$ cat src/rtl/i2cs_consts.vh
// Constants of the two-wire target engine: offsets, fields, resets, timing
// Behaviour
// - Byte moved on bus sets byte-done flag
// - Received byte answered per reply-action setting
// - Hold SCL low after a received byte until byte-done serviced
// - Refused send sets flag, releases SDA
// - STOP sets stop flag if addressed, returns to idle
// - Rate 0x2 plus stretch-mode enables automatic speed switch
// - Refused controller code enters fast mode till STOP
// - Wide addressing: ack first byte, flag second
// - Wide read: repeated header flags read direction
// - Group order: stop flag only if addressed
// - Group order off: unaddressed STOP sets nothing
// - Own flags; mask-set enables, mask-clear disables
// - Request while flag set and source enabled
// - Controller: core clock runs idle, standby if kept
// - Controller standby: clock stops after transaction ends
// - Kept alive: address match wakes from standby
// - Not kept alive: standby receptions discarded
// - Reset, enable, command, line-state writes synchronised
`ifndef I2CS_CONSTS_VH
`define I2CS_CONSTS_VH

// ********************
// Register offsets
// ********************
`define I2CS_A_CTRL1 8'h00
`define I2CS_A_CTRL2 8'h04
`define I2CS_A_MCLR 8'h08
`define I2CS_A_MSET 8'h0C
`define I2CS_A_FLAG 8'h10
`define I2CS_A_STAT 8'h14
`define I2CS_A_ADDR 8'h18
`define I2CS_A_DATA 8'h1C

// ********************
// Field positions
// ********************
`define I2CS_C1_SOFT_RESET_BIT 0
`define I2CS_C1_EN 1
`define I2CS_C1_KEEP 2
`define I2CS_C1_SPD 3
`define I2CS_C1_STRETCH_MODE_SEL 5
`define I2CS_C1_CTRLM 6
`define I2CS_C2_ACT 0
`define I2CS_C2_GROUP_ORDER_EN 1
`define I2CS_C2_CMD 2
`define I2CS_F_STOP 0
`define I2CS_F_AMATCH 1
`define I2CS_F_DONE 2
`define I2CS_ST_NACK 0
`define I2CS_ST_DIR 1
`define I2CS_ST_HS 2
`define I2CS_ST_TACT 3
`define I2CS_ST_SYNC 4
`define I2CS_ST_BUS 5
`define I2CS_AD_TEN 15

// ********************
// Values and timing
// ********************
`define I2CS_SPD_HS 2'h2
`define I2CS_CMD_ABORT 2'h2
`define I2CS_CMD_SERVICE 2'h3
`define I2CS_SYNC_CYC 2'h3
`define I2CS_RST_ADDR 16'h0000
`define I2CS_HDR10 5'h1E
`define I2CS_MCODE 5'h01

`endif

$ cat src/rtl/i2cs_top.v
// Two-wire bus target engine with classic Wishbone register access
`timescale 1ns/1ns
`default_nettype none
`include "i2cs_consts.vh"
module i2cs_top (
   input wire clk_i,
   input wire rst_i,
   input wire wb_cyc_i,
   input wire wb_stb_i,
   input wire wb_we_i,
   input wire [7:0] wb_adr_i,
   input wire [3:0] wb_sel_i,
   input wire [31:0] wb_dat_i,
   output reg [31:0] wb_dat_o,
   output reg wb_ack_o,
   input wire scl_i,
   output reg scl_o,
   output reg scl_oe_o,
   input wire sda_i,
   output reg sda_o,
   output reg sda_oe_o,
   input wire standby_i,
   output reg irq_o,
   output reg wake_o,
   output reg core_clk_run_o
);

// ********************
// Protocol states
// ********************
localparam [3:0] S_IDLE = 4'h0;
localparam [3:0] S_ADDR = 4'h1;
localparam [3:0] S_AACK = 4'h2;
localparam [3:0] S_ADDR2 = 4'h3;
localparam [3:0] S_RX = 4'h4;
localparam [3:0] S_RXW = 4'h5;
localparam [3:0] S_RACK = 4'h6;
localparam [3:0] S_TX = 4'h7;
localparam [3:0] S_TACK = 4'h8;
localparam [3:0] S_TLD = 4'h9;
localparam [3:0] S_SKIP = 4'hA;

// Byte-lane merge of a write into an old value
function [31:0] lane_merge;
   input [31:0] old;
   input [31:0] nw;
   input [3:0] sel;
   integer i;
   begin
      lane_merge = old;
      for (i = 0; i < 4; i = i + 1) begin
         if (sel[i]) begin
            lane_merge[i*8 +: 8] = nw[i*8 +: 8];
         end
      end
   end
endfunction

// ********************
// Register state
// ********************
reg keep; // Keep core clock alive in standby
reg [1:0] spd; // Rate select
reg stretch_mode_sel; // Stretch-mode select
reg ctrlm; // Controller operation select
reg en_sh; // Enable as written, read back at once
reg en; // Enable as seen by the engine
reg reply_action; // Ack or refusal after a received byte
reg group_order_en; // Group command mode
reg [1:0] line_state; // Line-state field
reg [2:0] mask; // Interrupt enables
reg [15:0] addr_reg; // Own address and wide_addr_en
reg [7:0] txd; // Next byte to send
reg [7:0] rxd; // Last byte received
reg [2:0] flags; // Sticky interrupt flags
reg refused_byte_flag; // Last sent byte refused
reg dir; // Read-not-write of current transfer
reg fast_mode_flag; // High-speed mode active
reg target_active_flag; // Addressed in this transfer
// Pending writes for the synchroniser
reg [1:0] sync_cnt;
reg p_soft_reset_bit;
reg p_en;
reg p_cmd_v;
reg [1:0] p_cmd;
reg p_bus_v;
reg [1:0] p_bus;
reg soft_reset_bit_now; // One-cycle soft reset
reg svc_now; // One-cycle service command
reg abort_now; // One-cycle abort command

// Protocol engine state
reg [3:0] state;
reg [3:0] nxt; // State after the address ack
reg [3:0] bitn;
reg [7:0] sh;
reg ten_ok; // Wide address matched since STOP
reg addressed; // Matched since STOP, or since START outside group mode
reg ev_stop;
reg ev_amatch;
reg ev_done;
reg ev_nack;

// ********************
// Pin synchronisers
// ********************
reg scl_s1, scl_s2, scl_s3;
reg sda_s1, sda_s2, sda_s3;

// Two flops each, third stage only for edge finding
always @(posedge clk_i) begin
   scl_s1 <= scl_i;
   scl_s2 <= scl_s1;
   scl_s3 <= scl_s2;
   sda_s1 <= sda_i;
   sda_s2 <= sda_s1;
   sda_s3 <= sda_s2;
end

wire rise = scl_s2 & ~scl_s3;
wire fall = ~scl_s2 & scl_s3;
wire start_c = scl_s2 & scl_s3 & sda_s3 & ~sda_s2;
wire stop_c = scl_s2 & scl_s3 & ~sda_s3 & sda_s2;
wire wide = addr_reg[`I2CS_AD_TEN];
// Not kept alive: standby blocks every address match
wire awake = ~(standby_i & ~keep);
wire srst = rst_i | soft_reset_bit_now;

// ********************
// Bus decode
// ********************
wire req = wb_cyc_i & wb_stb_i & ~wb_ack_o;
wire wr = req & wb_we_i;
wire rd = req & ~wb_we_i;
wire [31:0] wm = lane_merge(32'h0000_0000, wb_dat_i, wb_sel_i);
// Address write merged on lanes, upper half dropped on purpose below
wire [31:0] addr_wr = lane_merge({16'h0000, addr_reg}, wb_dat_i, wb_sel_i);
wire data_hit = req & (wb_adr_i == `I2CS_A_DATA);
wire [31:0] c1_rd = {25'h0, ctrlm, stretch_mode_sel, spd, keep, en_sh, p_soft_reset_bit};
wire [31:0] c2_rd = {28'h0, p_cmd, group_order_en, reply_action};
wire [31:0] st_rd = {25'h0, line_state, (sync_cnt != 2'h0),
   target_active_flag, fast_mode_flag, dir, refused_byte_flag};
reg [31:0] rmux;

// Read multiplexer, unmapped reads give zero
always @* begin
   case (wb_adr_i)
      `I2CS_A_CTRL1: rmux = c1_rd;
      `I2CS_A_CTRL2: rmux = c2_rd;
      `I2CS_A_MCLR: rmux = {29'h0, mask};
      `I2CS_A_MSET: rmux = {29'h0, mask};
      `I2CS_A_FLAG: rmux = {29'h0, flags};
      `I2CS_A_STAT: rmux = st_rd;
      `I2CS_A_ADDR: rmux = {16'h0, addr_reg};
      `I2CS_A_DATA: rmux = {24'h0, rxd};
      default: rmux = 32'h0000_0000;
   endcase
end

// Answer every request one cycle after it is seen
always @(posedge clk_i) begin
   if (rst_i) begin
      wb_ack_o <= 1'b0;
      wb_dat_o <= 32'h0000_0000;
   end else begin
      wb_ack_o <= req;
      if (rd) begin
         wb_dat_o <= rmux;
      end
   end
end

// ********************
// Registers and write synchronisation
// ********************
// Critical fields pass a short pipeline before taking effect
always @(posedge clk_i) begin
   if (srst) begin
      {keep, spd, stretch_mode_sel, ctrlm, en_sh, en} <= 7'h00;
      {reply_action, group_order_en, line_state} <= 4'h0;
      mask <= 3'h0;
      addr_reg <= `I2CS_RST_ADDR;
      txd <= 8'h00;
      sync_cnt <= 2'h0;
      {p_soft_reset_bit, p_en, p_cmd_v, p_bus_v} <= 4'h0;
      p_cmd <= 2'h0;
      p_bus <= 2'h0;
      {soft_reset_bit_now, svc_now, abort_now} <= 3'h0;
   end else begin
      soft_reset_bit_now <= 1'b0;
      svc_now <= 1'b0;
      abort_now <= 1'b0;
      if (sync_cnt == 2'h1) begin
         soft_reset_bit_now <= p_soft_reset_bit;
         en <= p_en;
         svc_now <= p_cmd_v & (p_cmd == `I2CS_CMD_SERVICE);
         abort_now <= p_cmd_v & (p_cmd == `I2CS_CMD_ABORT);
         if (p_bus_v) begin
            line_state <= p_bus;
         end
         p_cmd_v <= 1'b0;
         p_bus_v <= 1'b0;
      end
      if (sync_cnt != 2'h0) begin
         sync_cnt <= sync_cnt - 2'h1;
      end
      if (wr && wb_sel_i[0]) begin
         case (wb_adr_i)
            `I2CS_A_CTRL1: begin
               // Soft reset wins over the rest of the write
               if (wb_dat_i[`I2CS_C1_SOFT_RESET_BIT]) begin
                  p_soft_reset_bit <= 1'b1;
               end else begin
                  en_sh <= wb_dat_i[`I2CS_C1_EN];
                  p_en <= wb_dat_i[`I2CS_C1_EN];
                  keep <= wb_dat_i[`I2CS_C1_KEEP];
                  spd <= wb_dat_i[`I2CS_C1_SPD +: 2];
                  stretch_mode_sel <= wb_dat_i[`I2CS_C1_STRETCH_MODE_SEL];
                  ctrlm <= wb_dat_i[`I2CS_C1_CTRLM];
               end
               sync_cnt <= `I2CS_SYNC_CYC;
            end
            `I2CS_A_CTRL2: begin
               reply_action <= wb_dat_i[`I2CS_C2_ACT];
               group_order_en <= wb_dat_i[`I2CS_C2_GROUP_ORDER_EN];
               p_cmd <= wb_dat_i[`I2CS_C2_CMD +: 2];
               p_cmd_v <= 1'b1;
               sync_cnt <= `I2CS_SYNC_CYC;
            end
            `I2CS_A_MCLR: mask <= mask & ~wb_dat_i[2:0];
            `I2CS_A_MSET: mask <= mask | wb_dat_i[2:0];
            `I2CS_A_STAT: begin
               p_bus <= wb_dat_i[`I2CS_ST_BUS +: 2];
               p_bus_v <= 1'b1;
               sync_cnt <= `I2CS_SYNC_CYC;
            end
            `I2CS_A_DATA: txd <= wb_dat_i[7:0];
            default: ;
         endcase
      end
      if (wr && (wb_adr_i == `I2CS_A_ADDR)) begin
         addr_reg <= addr_wr[15:0];
      end
   end
end

// ********************
// Flags and request lines
// ********************
// A set in the same cycle as a clear wins
always @(posedge clk_i) begin
   if (srst) begin
      flags <= 3'h0;
      irq_o <= 1'b0;
      wake_o <= 1'b0;
      core_clk_run_o <= 1'b1;
   end else begin
      flags[`I2CS_F_STOP] <= ev_stop | (flags[`I2CS_F_STOP] &
         ~(wr & (wb_adr_i == `I2CS_A_FLAG) & wm[`I2CS_F_STOP]));
      flags[`I2CS_F_AMATCH] <= ev_amatch | (flags[`I2CS_F_AMATCH] &
         ~(wr & (wb_adr_i == `I2CS_A_FLAG) & wm[`I2CS_F_AMATCH]));
      // Data access or service command also services the byte
      flags[`I2CS_F_DONE] <= ev_done | (flags[`I2CS_F_DONE] &
         ~(wr & (wb_adr_i == `I2CS_A_FLAG) & wm[`I2CS_F_DONE]) &
         ~data_hit & ~svc_now);
      irq_o <= |(flags & mask);
      wake_o <= standby_i & keep & |(flags & mask);
      // Controller clock policy in sleep
      core_clk_run_o <= ~standby_i | keep |
         (ctrlm & (state != S_IDLE));
   end
end

// ********************
// Protocol engine
// ********************
// Samples on SCL rise, drives SDA after SCL fall
always @(posedge clk_i) begin
   if (srst) begin
      state <= S_IDLE;
      nxt <= S_IDLE;
      bitn <= 4'h0;
      sh <= 8'h00;
      rxd <= 8'h00;
      {ten_ok, addressed, dir, refused_byte_flag} <= 4'h0;
      {fast_mode_flag, target_active_flag} <= 2'h0;
      {ev_stop, ev_amatch, ev_done, ev_nack} <= 4'h0;
      {scl_o, scl_oe_o, sda_o, sda_oe_o} <= 4'h0;
   end else begin
      {ev_stop, ev_amatch, ev_done, ev_nack} <= 4'h0;
      if (ev_nack) begin
         refused_byte_flag <= 1'b1;
      end
      if (!en || abort_now) begin
         state <= S_IDLE;
         scl_oe_o <= 1'b0;
         sda_oe_o <= 1'b0;
      end else if (stop_c) begin
         // Only an addressed target reports the STOP
         ev_stop <= addressed;
         state <= S_IDLE;
         fast_mode_flag <= 1'b0;
         {addressed, ten_ok, target_active_flag} <= 3'h0;
         scl_oe_o <= 1'b0;
         sda_oe_o <= 1'b0;
      end else if (start_c) begin
         // Group mode keeps the match across repeated starts
         if (!group_order_en) begin
            addressed <= 1'b0;
         end
         target_active_flag <= 1'b0;
         state <= S_ADDR;
         bitn <= 4'h0;
         sda_oe_o <= 1'b0;
      end else begin
         case (state)
            S_ADDR, S_ADDR2, S_RX: begin
               if (rise && bitn != 4'h8) begin
                  sh <= {sh[6:0], sda_s2};
                  bitn <= bitn + 4'h1;
               end else if (fall && bitn == 4'h8) begin
                  bitn <= 4'h0;
                  state <= S_SKIP;
                  if (state == S_RX) begin
                     rxd <= sh;
                     ev_done <= 1'b1;
                     scl_oe_o <= 1'b1;
                     state <= S_RXW;
                  end else if (state == S_ADDR2) begin
                     if (awake && sh == addr_reg[7:0]) begin
                        ev_amatch <= 1'b1;
                        {ten_ok, addressed, target_active_flag} <= 3'h7;
                        dir <= 1'b0;
                        sda_oe_o <= 1'b1;
                        nxt <= S_RX;
                        state <= S_AACK;
                     end else begin
                        ten_ok <= 1'b0;
                     end
                  end else if (sh[7:3] == `I2CS_MCODE) begin
                     // Controller code is never acknowledged
                     if (spd == `I2CS_SPD_HS && stretch_mode_sel) begin
                        fast_mode_flag <= 1'b1;
                     end
                  end else if (!wide) begin
                     if (awake && sh[7:1] == addr_reg[6:0]) begin
                        ev_amatch <= 1'b1;
                        {addressed, target_active_flag} <= 2'h3;
                        dir <= sh[0];
                        sda_oe_o <= 1'b1;
                        nxt <= sh[0] ? S_TLD : S_RX;
                        state <= S_AACK;
                     end
                  end else if (awake && sh[7:3] == `I2CS_HDR10 &&
                        sh[2:1] == addr_reg[9:8]) begin
                     if (!sh[0]) begin
                        sda_oe_o <= 1'b1;
                        nxt <= S_ADDR2;
                        state <= S_AACK;
                     end else if (ten_ok) begin
                        ev_amatch <= 1'b1;
                        {addressed, target_active_flag} <= 2'h3;
                        dir <= 1'b1;
                        sda_oe_o <= 1'b1;
                        nxt <= S_TLD;
                        state <= S_AACK;
                     end
                  end
               end
            end
            S_AACK: begin
               if (fall) begin
                  sda_oe_o <= 1'b0;
                  bitn <= 4'h0;
                  refused_byte_flag <= 1'b0;
                  if (nxt == S_TLD) begin
                     sh <= txd;
                     sda_oe_o <= ~txd[7];
                     bitn <= 4'h1;
                     state <= S_TX;
                  end else begin
                     state <= nxt;
                  end
               end
            end
            S_RXW: begin
               // Stretch until the byte-done flag is serviced
               if (!flags[`I2CS_F_DONE] && !ev_done) begin
                  // Reply settles first so SDA never moves as SCL rises
                  sda_oe_o <= ~reply_action;
                  state <= S_RACK;
               end
            end
            S_RACK: begin
               // Free SCL one cycle after the reply is on SDA
               if (scl_oe_o) begin
                  scl_oe_o <= 1'b0;
               end else if (fall) begin
                  sda_oe_o <= 1'b0;
                  state <= S_RX;
               end
            end
            S_TX: begin
               if (fall) begin
                  if (bitn == 4'h8) begin
                     sda_oe_o <= 1'b0;
                     state <= S_TACK;
                  end else begin
                     sda_oe_o <= ~sh[6];
                     sh <= {sh[6:0], 1'b0};
                     bitn <= bitn + 4'h1;
                  end
               end
            end
            S_TACK: begin
               if (rise) begin
                  ev_done <= 1'b1;
                  if (sda_s2) begin
                     ev_nack <= 1'b1;
                     state <= S_SKIP;
                  end else begin
                     state <= S_TLD;
                  end
               end
            end
            S_TLD: begin
               if (fall) begin
                  sh <= txd;
                  sda_oe_o <= ~txd[7];
                  bitn <= 4'h1;
                  state <= S_TX;
               end
            end
            S_SKIP: begin
               sda_oe_o <= 1'b0;
               scl_oe_o <= 1'b0;
            end
            default: state <= S_IDLE;
         endcase
      end
   end
end

endmodule
`default_nettype wire

$ cat config.mk
export PLATFORM = sky130hd
export DESIGN_NAME = i2cs_top
export DESIGN_NICKNAME = d
export VERILOG_FILES = /design/src/rtl/i2cs_top.v
export VERILOG_INCLUDE_DIRS = /design/src /design/src/rtl
export SDC_FILE = /design/constraint.sdc
export NUM_CORES = 1
export LEC_CHECK = 0
export BUFFER_PORTS_ARGS = -buffer_cell sky130_fd_sc_hd__buf_4
export CORE_ASPECT_RATIO = 0.8
export CORE_UTILIZATION = 40
export DETAILED_ROUTE_END_ITERATION = 7
export PLACE_DENSITY = 0.64
export SLEW_MARGIN = 20
export SYNTH_ARGS = -nofsm -noshare
export SYNTH_HDL_FRONTEND = slang
export SYNTH_SLANG_ARGS = --single-unit
$ cat constraint.sdc
create_clock -name clk_i -period 2.5 [get_ports clk_i]
set_clock_uncertainty 0.2 [all_clocks]
set_input_delay 0.375 -clock clk_i [delete_from_list [all_inputs] [get_ports clk_i]]
set_output_delay 0.375 -clock clk_i [all_outputs]
set_load 0.05 [all_outputs]
==> results of run 1 <==
layout make-up:
type / count / area share (%)
multi-input combinational: 529 / 44.0
sequential: 119 / 32.3
timing repair buffer: 109 / 11.8
clock buffer: 18 / 5.81
tap: 184 / 3.12
clock inverter: 14 / 2.37
inverter: 12 / 0.610
logic make-up (layout without fill, tap and decap cells):
kind of cell    after synthesis  count (layout)  share of synthesized area (%)
fa+ha+maj                     2               2                          0.427
buf+inv                      74             153                           6.28
xor+xnor                     20              20                           2.99
mux                          49              49                           9.10
flops                       119             119                           40.7
simple gates                298             298                           24.6
other cells                   1              18                         0.0640
compound gates              142             142                           15.9
synth_stat cells (4+ instances only):
| cell | instances |
|---|---|
| a211oi_1 | 10 |
| a21oi_1 | 63 |
| a221o_1 | 4 |
| a221oi_1 | 4 |
| a31oi_1 | 6 |
| and2_1 | 4 |
| and3_1 | 7 |
| buf_2 | 6 |
| buf_4 | 18 |
| clkbuf_1 | 33 |
| dfxtp_1 | 119 |
| inv_1 | 12 |
| mux2_2 | 4 |
| mux2i_1 | 42 |
| nand2_1 | 88 |
| nand2b_1 | 10 |
| nand3_1 | 41 |
| nand3b_1 | 4 |
| nor2_1 | 83 |
| nor2b_1 | 8 |
| nor3_1 | 18 |
| nor4_1 | 10 |
| o21ai_0 | 23 |
| xor2_1 | 17 |
worst register-to-register path, stage by stage (launching register included):
cell,delay [ps]
dfxtp_2,340
buf_4,140
nand4bb_1,290
nor4_4,360
a31oi_2,190
a2111oi_4,230
buf_4,210
mux2i_1,220
and2_1,150
stage by stage:
step | std cells | total power, mW | hold WS (ps) | setup WS, ps
2_1_floorplan | 722 | 2.14 | 110 | 128
3_3_place_gp | 947 | 2.22 | 111 | -33.9
3_5_place_dp | 947 | 2.22 | 117 | -25.1
4_1_cts | 985 | 4.72 | 1.21 | 6.74
5_1_grt | 985 | 4.82 | 10.2 | 7.17
6_report | 985 | 4.70 | 1.72 | 108
what timing repair did:
action	in CTS	in global routing
buffers inserted	1	0
pin swaps	1	1
gates resized for setup	1	19
hold endpoints to repair	5	0
hold buffers	5	0
endpoints found under the setup margin	2	16
power by group:
part	switching [mW]	internal, mW	leakage [nW]
registers	0.00712	1.91	0.964
logic	0.190	0.0864	1.74
clock network	0.941	1.57	0.276
path summary, 6_finish.rpt:
path,startpoint,end,depth (start not counted)
worst min register to register,sda_s1,sda_s2,0
worst max register to register,state[2],nxt[0],8
worst min-delay path,wb_dat_i[12],addr_reg[12],3
worst max-delay path,state[2],nxt[0],8
metal layers:
layer	track usage [%]	part of all wire (%)	vias up
met5	0	0	-
met4	8.32	1.6	0
met3	5.67	7.5	24
met2	33.2	44	234
met1	33.2	47	2659
li1	-	-	2628
==> summary.md, run 1 <==
| Metric | Value |
|---|---|
| Outcome | `complete, no violations` |
| Worst EP arrival | `2550 ps` |
| Final Util | `51.7%` |
| Placed Area | `6640 um2` |
| CTS max path bufs | `2` |
| Layout overhead on the synthesized area | `26.2%` |
| Cts bufs inserted | `17` |
| Max VDD drop | `0.494 mV` |
| RePlAce Congestion | `0.922` |
| Fin Setup TNS | `0 ps` |
| I/O pins | `92` |
| Port-buffer cells | `55` |
| FILL cells | `1323` |
| Drt pass-1 iters | `5` |
| Root buf cell | `clkbuf_16` |
| Final Hold Fails | `0` |
| Overall die area | `15100 um2` |
| Cells after Synth | `705` |
| Setup crit end kind | `flip-flop` |
| Endpoints failing setup | `0` |
| Ranking of synthesized cells by area | `dfxtp_1 (41%), mux2i_1 (7.2%), nand2_1 (5.6%)` |
| Worst slew margin | `57.4%` |
| MaxCap Viol Count | `0` |
| Fraction of registers with async set/reset | `0%` |
| Yosys warning count | `0` |
| Initial antenna violation count | `0` |
| Design Area, Final | `7390 um2` |
| Final slew viol count | `0` |
| Die width | `137 um` |
| Syn Area/Cell | `8.31 um2` |
| Vias in the first global route | `5049` |
| Kind of critical path | `flip-flop to flip-flop` |
| Fin crit share | `95.7%` |
| Maximum fanout along the worst path | `4` |
| Largest net degree at the start of global routing | `47` |
| Clk slew on worst S/H paths | `60 ps` |
| Nature of the critical path startpoint | `flip-flop` |
| Hold Crit Class | `input port to flip-flop` |
| H-tree levels | `4` |
| R2r setup slk | `110 ps` |
| CP most frequent cell | `buf_4` |
| Max Clk Rate | `418 MHz` |
| CP max-delay cell | `nor4_4` |
| Most common cell after layout, fill and taps aside | `dfxtp_1` |
| WP buf/inv | `2` |
| Post-synth cell types | `66` |
| Site Rows | `39` |
| Starting Density | `41.0%` |
| Total global routing overflow | `0` |
| Tmin final | `2390 ps` |
| Lkg Pwr | `2.98 nW` |
| Clk sinks | `119` |
| Routed wire per std cell | `17.1 um` |
| NumNets Final | `842` |
| Most area-hungry cell type in the Yosys netlist | `dfxtp_1` |
| Multi-input gate area | `3250 um2` |
| Routed wire length | `16800 um` |
| Pwr Density | `637 nW/um2` |
| Most frequent cells in the layout | `dfxtp_1 (113), buf_4 (101), nand2_1 (88), nor2_1 (82), a21oi_1 (63)` |
| Vias per inst | `5.63` |
| Global Route Usage Sum | `23.1%` |
| Post-detail-place hpwl | `12300 um` |
| Die H | `110 um` |
| Vias | `5545` |
| First-pass GRT wire length | `26300 um` |
| Layout cells sized above 1 | `21.1%` |
| Worst slew pin tran | `632 ps` |
| DRT antenna net count | `0` |
| WP data required | `2660 ps` |
| Largest delay contributor family on the critical path | `simple AND/OR/NAND/NOR gates` |
| Mapped Area | `5860 um2` |
| Area share of the largest cell type after synthesis | `40.7%` |
| Initial DRC Count | `553` |
| DRC Markers | `0` |
| RSZ-0062 raised after global routing | `no` |
| FF+latch area | `2390 um2` |
| Top_reg_cell synth | `dfxtp_1` |
| CTS tree | `built` |
| Number of synthesized flops with an enable pin | `0` |
| Register area share after synthesis | `40.7%` |
| Slowest stage delay, CP | `360 ps` |
| Seq cells post-synth | `119` |
| Ant diodes | `0` |
| Crit path cell chain | `buf_4 -> nand4bb_1 -> nor4_4 -> a31oi_2 -> a2111oi_4 -> buf_4 -> mux2i_1 -> and2_1` |
| Core area | `14300 um2` |
| Worst-skew pair later-pin latency | `420 ps` |
(Power assumes the default switching activity.)
==> inputs of run 2 (changes only) <==
--- a/config.mk
+++ b/config.mk
@@ -8,6 +8,7 @@
 export LEC_CHECK = 0
 export BUFFER_PORTS_ARGS = -buffer_cell sky130_fd_sc_hd__buf_4
 export CORE_ASPECT_RATIO = 0.8
+export CORE_MARGIN = 5
 export CORE_UTILIZATION = 40
 export DETAILED_ROUTE_END_ITERATION = 7
 export PLACE_DENSITY = 0.64
==> summary.md, run 2 (synthesis results as in run 1) <==
| Metric | Value |
|---|---|
| Setup crit end kind | `flip-flop` |
| NumNets Final | `853` |
| Layout cells sized above 1 | `20.7%` |
| Pwr Density | `611 nW/um2` |
| Fin Setup TNS | `0 ps` |
| Tmin final | `2400 ps` |
| Max Clk Rate | `417 MHz` |
| Setup WS pre-CTS | `-53.9 ps` |
| Die H | `118 um` |
| Routed wire length | `17500 um` |
| Largest net degree at the start of global routing | `47` |
| Drt pass-1 iters | `5` |
| Nature of the critical path startpoint | `flip-flop` |
| Final Hold Fails | `0` |
| Hold Crit Class | `input port to flip-flop` |
| Slowest stage delay, CP | `530 ps` |
| Post-Place Cells | `956` |
| Sw Pwr | `1.14 mW` |
| Tot Pwr | `4.51 mW` |
| Sequential share of power | `42.5%` |
| Worst-skew pair later-pin latency | `420 ps` |
| Most common cell after layout, fill and taps aside | `dfxtp_1` |
| Starting Density | `41.0%` |
| First-pass GRT wire length | `28200 um` |
| DRT antenna net count | `0` |
| DRC Markers | `0` |
| Ant diodes | `0` |
| Endpoints failing setup | `0` |
| Vias | `5565` |
| Placed Area | `6710 um2` |
| Design Area, Final | `7380 um2` |
| CP max-delay cell | `dfxtp_1` |
| Clock power frac | `51.3%` |
| Initial antenna violation count | `0` |
| Initial DRC Count | `469` |
| Crit path cell chain | `xor2_1 -> nor4_1 -> a211oi_1 -> a2111oi_4 -> buf_4 -> mux2i_1 -> nor2_1` |
| Root buf cell | `clkbuf_16` |
| Lkg Pwr | `3.00 nW` |
| CTS max path bufs | `2` |
| Die width | `145 um` |
| Final Util | `51.6%` |
| H-tree levels | `4` |
| Routed wire per std cell | `17.6 um` |
| Site Rows | `39` |
| Most frequent cells in the layout | `dfxtp_1 (115), buf_4 (109), nand2_1 (88), nor2_1 (83), a21oi_1 (63)` |
| Maximum fanout along the worst path | `7` |
| Total global routing overflow | `0` |
| I/O pins | `92` |
| Vias per inst | `5.59` |
| Clk slew on worst S/H paths | `60 ps` |
| R2r setup slk | `100 ps` |
| Post-detail-place hpwl | `13200 um` |
| Hold_ws | `2.71 ps` |
| P_int | `3.37 mW` |
| Clk sinks | `119` |
| Port-buffer cells | `55` |
| Cts bufs inserted | `17` |
| RSZ-0062 raised after global routing | `no` |
| RePlAce Congestion | `0.936` |
| Final slew viol count | `0` |
| Worst slew pin tran | `668 ps` |
| CTS tree | `built` |
| Worst EP arrival | `2490 ps` |
| Fraction of power spent switching nets | `25.2%` |
| Vias in the first global route | `5418` |
| Max VDD drop | `0.491 mV` |
| MaxCap Viol Count | `0` |
| Outcome | `complete, no violations` |
| Worst slew margin | `55.0%` |
| WP data required | `2600 ps` |
| Kind of critical path | `flip-flop to flip-flop` |
| Fin crit share | `95.9%` |
| Core area | `14300 um2` |
| Final worst setup slack | `103 ps` |
| Combinational power share | `6.2%` |
| Global Route Usage Sum | `20.3%` |
| Layout overhead on the synthesized area | `26.0%` |
| Finished Layout Cells | `996` |
| Overall die area | `17200 um2` |
run 2: cell types whose count changed in the layout (fill, tap and decap cells not counted), sizes merged:
| cell | change |
|---|---|
| buf | +8 |
| dlygate4sd3 | +3 |
| bufinv | -2 |
| clkinv | +2 |
| clkbuf | +1 |
| clkinvlp | -1 |
run 2: worst max-delay path: cells and delay by family, from the launching register on:
kind | cells | cell delay [ps]
AOI/OAI and AO/OA | 2 | 540
DFF | 1 | 530
and+or+nand+nor | 2 | 460
buffers and inverters | 1 | 210
muxes | 1 | 210
xor gates and xnor gates | 1 | 120
run 2: final timing paths:
| kind | from | to | cells after the start |
|---|---|---|---|
| worst max-delay path | sh[3] | nxt[2] | 7 |
| worst min-delay path | wb_dat_i[12] | addr_reg[12] | 3 |
| worst max register to register | sh[3] | nxt[2] | 7 |
| worst min register to register | sda_s1 | sda_s2 | 0 |
run 2: power by group through the flow:
| stage | clock [mW] | combinational, mW | sequential [mW] |
|---|---|---|---|
| after floorplan | 0 | 0.166 | 1.97 |
| after global placement | 0 | 0.262 | 1.96 |
| after detailed placement | 0 | 0.265 | 1.96 |
| after CTS | 2.33 | 0.276 | 1.92 |
| after global routing | 2.44 | 0.296 | 1.91 |
| final | 2.31 | 0.279 | 1.91 |
run 2: per-layer routing:
layer / wire length, um / GRT usage [%] / vias to the layer above
li1: - / - / 2644
met1: 8060 / 29.0 / 2685
met2: 7740 / 30.4 / 215
met3: 1450 / 5.36 / 21
met4: 233 / 5.36 / 0
met5: 0 / 0 / -
run 2: area by class of cell:
class | count | area [um2]
Timing Repair Buffer | 120 | 958
Clock inverter | 13 | 125
Clock buffer | 19 | 433
Multi-Input combinational cell | 529 | 3200
Inverter | 12 | 45.0
Sequential cell | 119 | 2390
Fill cell | 1315 | 6920
Tap cell | 184 | 230
run 2: timing repair:
item	4_1_cts	5_1_grt
setup buffers	0	0
cloned	0	0
endpoints found under the hold margin	8	0
gates resized for setup	3	7
setup endpoints to repair	8	14
pin swaps	0	1
hold buffers	8	0
==> inputs of run 3 (changes only) <==
==> constraint.sdc (replaced) <==
create_clock -name clk_i -period 2.5 [get_ports clk_i]
set_clock_uncertainty 0.2 [all_clocks]
set_input_delay 0.5 -clock clk_i [delete_from_list [all_inputs] [get_ports clk_i]]
set_output_delay 0.5 -clock clk_i [all_outputs]
set_load 0.05 [all_outputs]
==> summary.md, run 3 (synthesis results as in run 1) <==
| Metric | Value |
|---|---|
| Initial DRC Count | `559` |
| P_int | `3.69 mW` |
| Cts bufs inserted | `17` |
| Max Clk Rate | `416 MHz` |
| Final Hold Fails | `0` |
| CTS max path bufs | `2` |
| Total global routing overflow | `0` |
| Clk sinks | `119` |
| H-tree levels | `4` |
| Post-Place Cells | `951` |
| Fin crit share | `96.3%` |
| Routed wire length | `17500 um` |
| Fraction of power spent switching nets | `23.5%` |
| Maximum fanout along the worst path | `28` |
| WP data required | `2630 ps` |
| Die H | `118 um` |
| Overall die area | `17200 um2` |
| Worst slew margin | `54.4%` |
| Sequential share of power | `39.7%` |
| Setup crit end kind | `flip-flop` |
| Kind of critical path | `flip-flop to flip-flop` |
| Root buf cell | `clkbuf_16` |
| Post-detail-place hpwl | `12900 um` |
| Layout cells sized above 1 | `20.5%` |
| Worst setup path start | `state[2]` |
| Sw Pwr | `1.13 mW` |
| RePlAce Congestion | `0.848` |
| DRT antenna net count | `0` |
| Most frequent cells in the layout | `dfxtp_1 (116), buf_4 (104), nand2_1 (88), nor2_1 (82), a21oi_1 (63)` |
| Largest net degree at the start of global routing | `51` |
| FF+latch area | `2390 um2` |
| Lkg Pwr | `3.01 nW` |
| Placed Area | `6690 um2` |
| Clock power frac | `54.6%` |
| Site Rows | `39` |
| Combinational power share | `5.7%` |
| Design Area, Final | `7390 um2` |
| NumNets Final | `844` |
| Most common cell after layout, fill and taps aside | `dfxtp_1` |
| CTS tree | `built` |
| Met1 Track Usage GR | `29.2%` |
| Worst EP arrival | `2530 ps` |
| DRC Markers | `0` |
| Vias per inst | `5.61` |
| Endpoints failing setup | `0` |
| Hold_sp | `wb_dat_i[10]` |
| Layout overhead on the synthesized area | `26.2%` |
| Port-buffer cells | `55` |
| Finished Layout Cells | `987` |
| MaxCap Viol Count | `0` |
| Critical R2R Launch | `state[2]` |
| Nature of the critical path startpoint | `flip-flop` |
| Multi-input gate area | `3190 um2` |
| Vias | `5540` |
| First-pass GRT wire length | `27900 um` |
| GR Layer Usage met3 | `4.63%` |
| Core area | `14300 um2` |
| Clk slew on worst S/H paths | `60 ps` |
| Initial antenna violation count | `0` |
| Worst-skew pair later-pin latency | `420 ps` |
| Tmin final | `2410 ps` |
| Starting Density | `41.0%` |
| FILL cells | `1292` |
| Hold Crit Class | `input port to flip-flop` |
| Global Route Usage Sum | `19.9%` |
| Worst slew pin tran | `677 ps` |
| Met2 GRT Util | `29.0%` |
| Final slew viol count | `0` |
| Drt pass-1 iters | `6` |
| Routed wire per std cell | `17.7 um` |
| RSZ-0062 raised after global routing | `no` |
| I/O pins | `92` |
| Outcome | `complete, no violations` |
| Vias in the first global route | `5235` |
| Die width | `145 um` |
| GR peak layer | `met1` |
| Ant diodes | `0` |
| Max VDD drop | `0.539 mV` |
| Pwr Density | `652 nW/um2` |
==> run 3: changes by cell type in the layout (fill, tap and decap cells not counted), sizes merged <==
cell / previous run / this run
bufinv: 1 / 4
clkinvlp: 5 / 4
clkinv: 4 / 5
inv: 15 / 13
dlygate4sd3: 8 / 2
buf: 112 / 109
clkbuf: 19 / 18
==> run 3: worst max-delay path: stages (launching register included) <==
cell and delay [ps]:
dfxtp_1 350, buf_12 170, or4b_4 490, a21oi_2 200, o21ai_2 90, a2111oi_4 360, buf_12 190, nor2_1 40
a211oi_1 220
==> run 3: area by class of cell <==
class | instances | share of cell area [%]
clock buffer | 18 | 5.94
clock inverter | 14 | 2.69
inverter | 12 | 0.609
multi-input combinational | 529 | 43.2
sequential | 119 | 32.3
tap | 184 | 3.11
timing repair buffer | 111 | 12.2
==> run 3: worst paths after layout <==
kind	slack (ps)	to	cells past startpoint
max reg2reg	90	sh[0]	8
min	120	addr_reg[10]	3
max	90	sh[0]	8
min reg2reg	130	scl_s2	0
==> run 3: power groups by stage <==
stage	registers [mW]	logic (mW)	clock network, mW
2_1_floorplan	1.97	0.166	0
3_3_place_gp	1.96	0.264	0
3_5_place_dp	1.96	0.266	0
4_1_cts	1.92	0.270	2.66
5_1_grt	1.92	0.289	2.75
6_report	1.92	0.275	2.63
==> run 3: layer usage <==
metal	share of wire, %	wire length [um]
met1	48	8330
met5	0	0
met2	43	7570
met4	1.3	230
met3	7.7	1340
==> run 3: timing repair <==
item	CTS	global route
hold endpoints to repair	2	0
setup endpoints to repair	2	19
gates cloned	0	0
hold buffers	2	0
setup buffers	0	2
gates resized for setup	1	6
pin swaps	0	3
==> run 3: per-stage QoR <==
step | hold WS, ps | power, mW | utilization [%] | TNS (ps) | setup WS, ps
floorplan | 110 | 2.14 | - | 0 | 66.0
global placement | 111 | 2.22 | 46.8 | 0 | 16.7
detailed placement | 113 | 2.22 | 46.8 | -0.771 | -0.771
CTS | 104 | 4.85 | 51.4 | 0 | 7.84
global route | 106 | 4.96 | 51.7 | 0 | 10.6
finish | 116 | 4.82 | 51.7 | 0 | 93.4
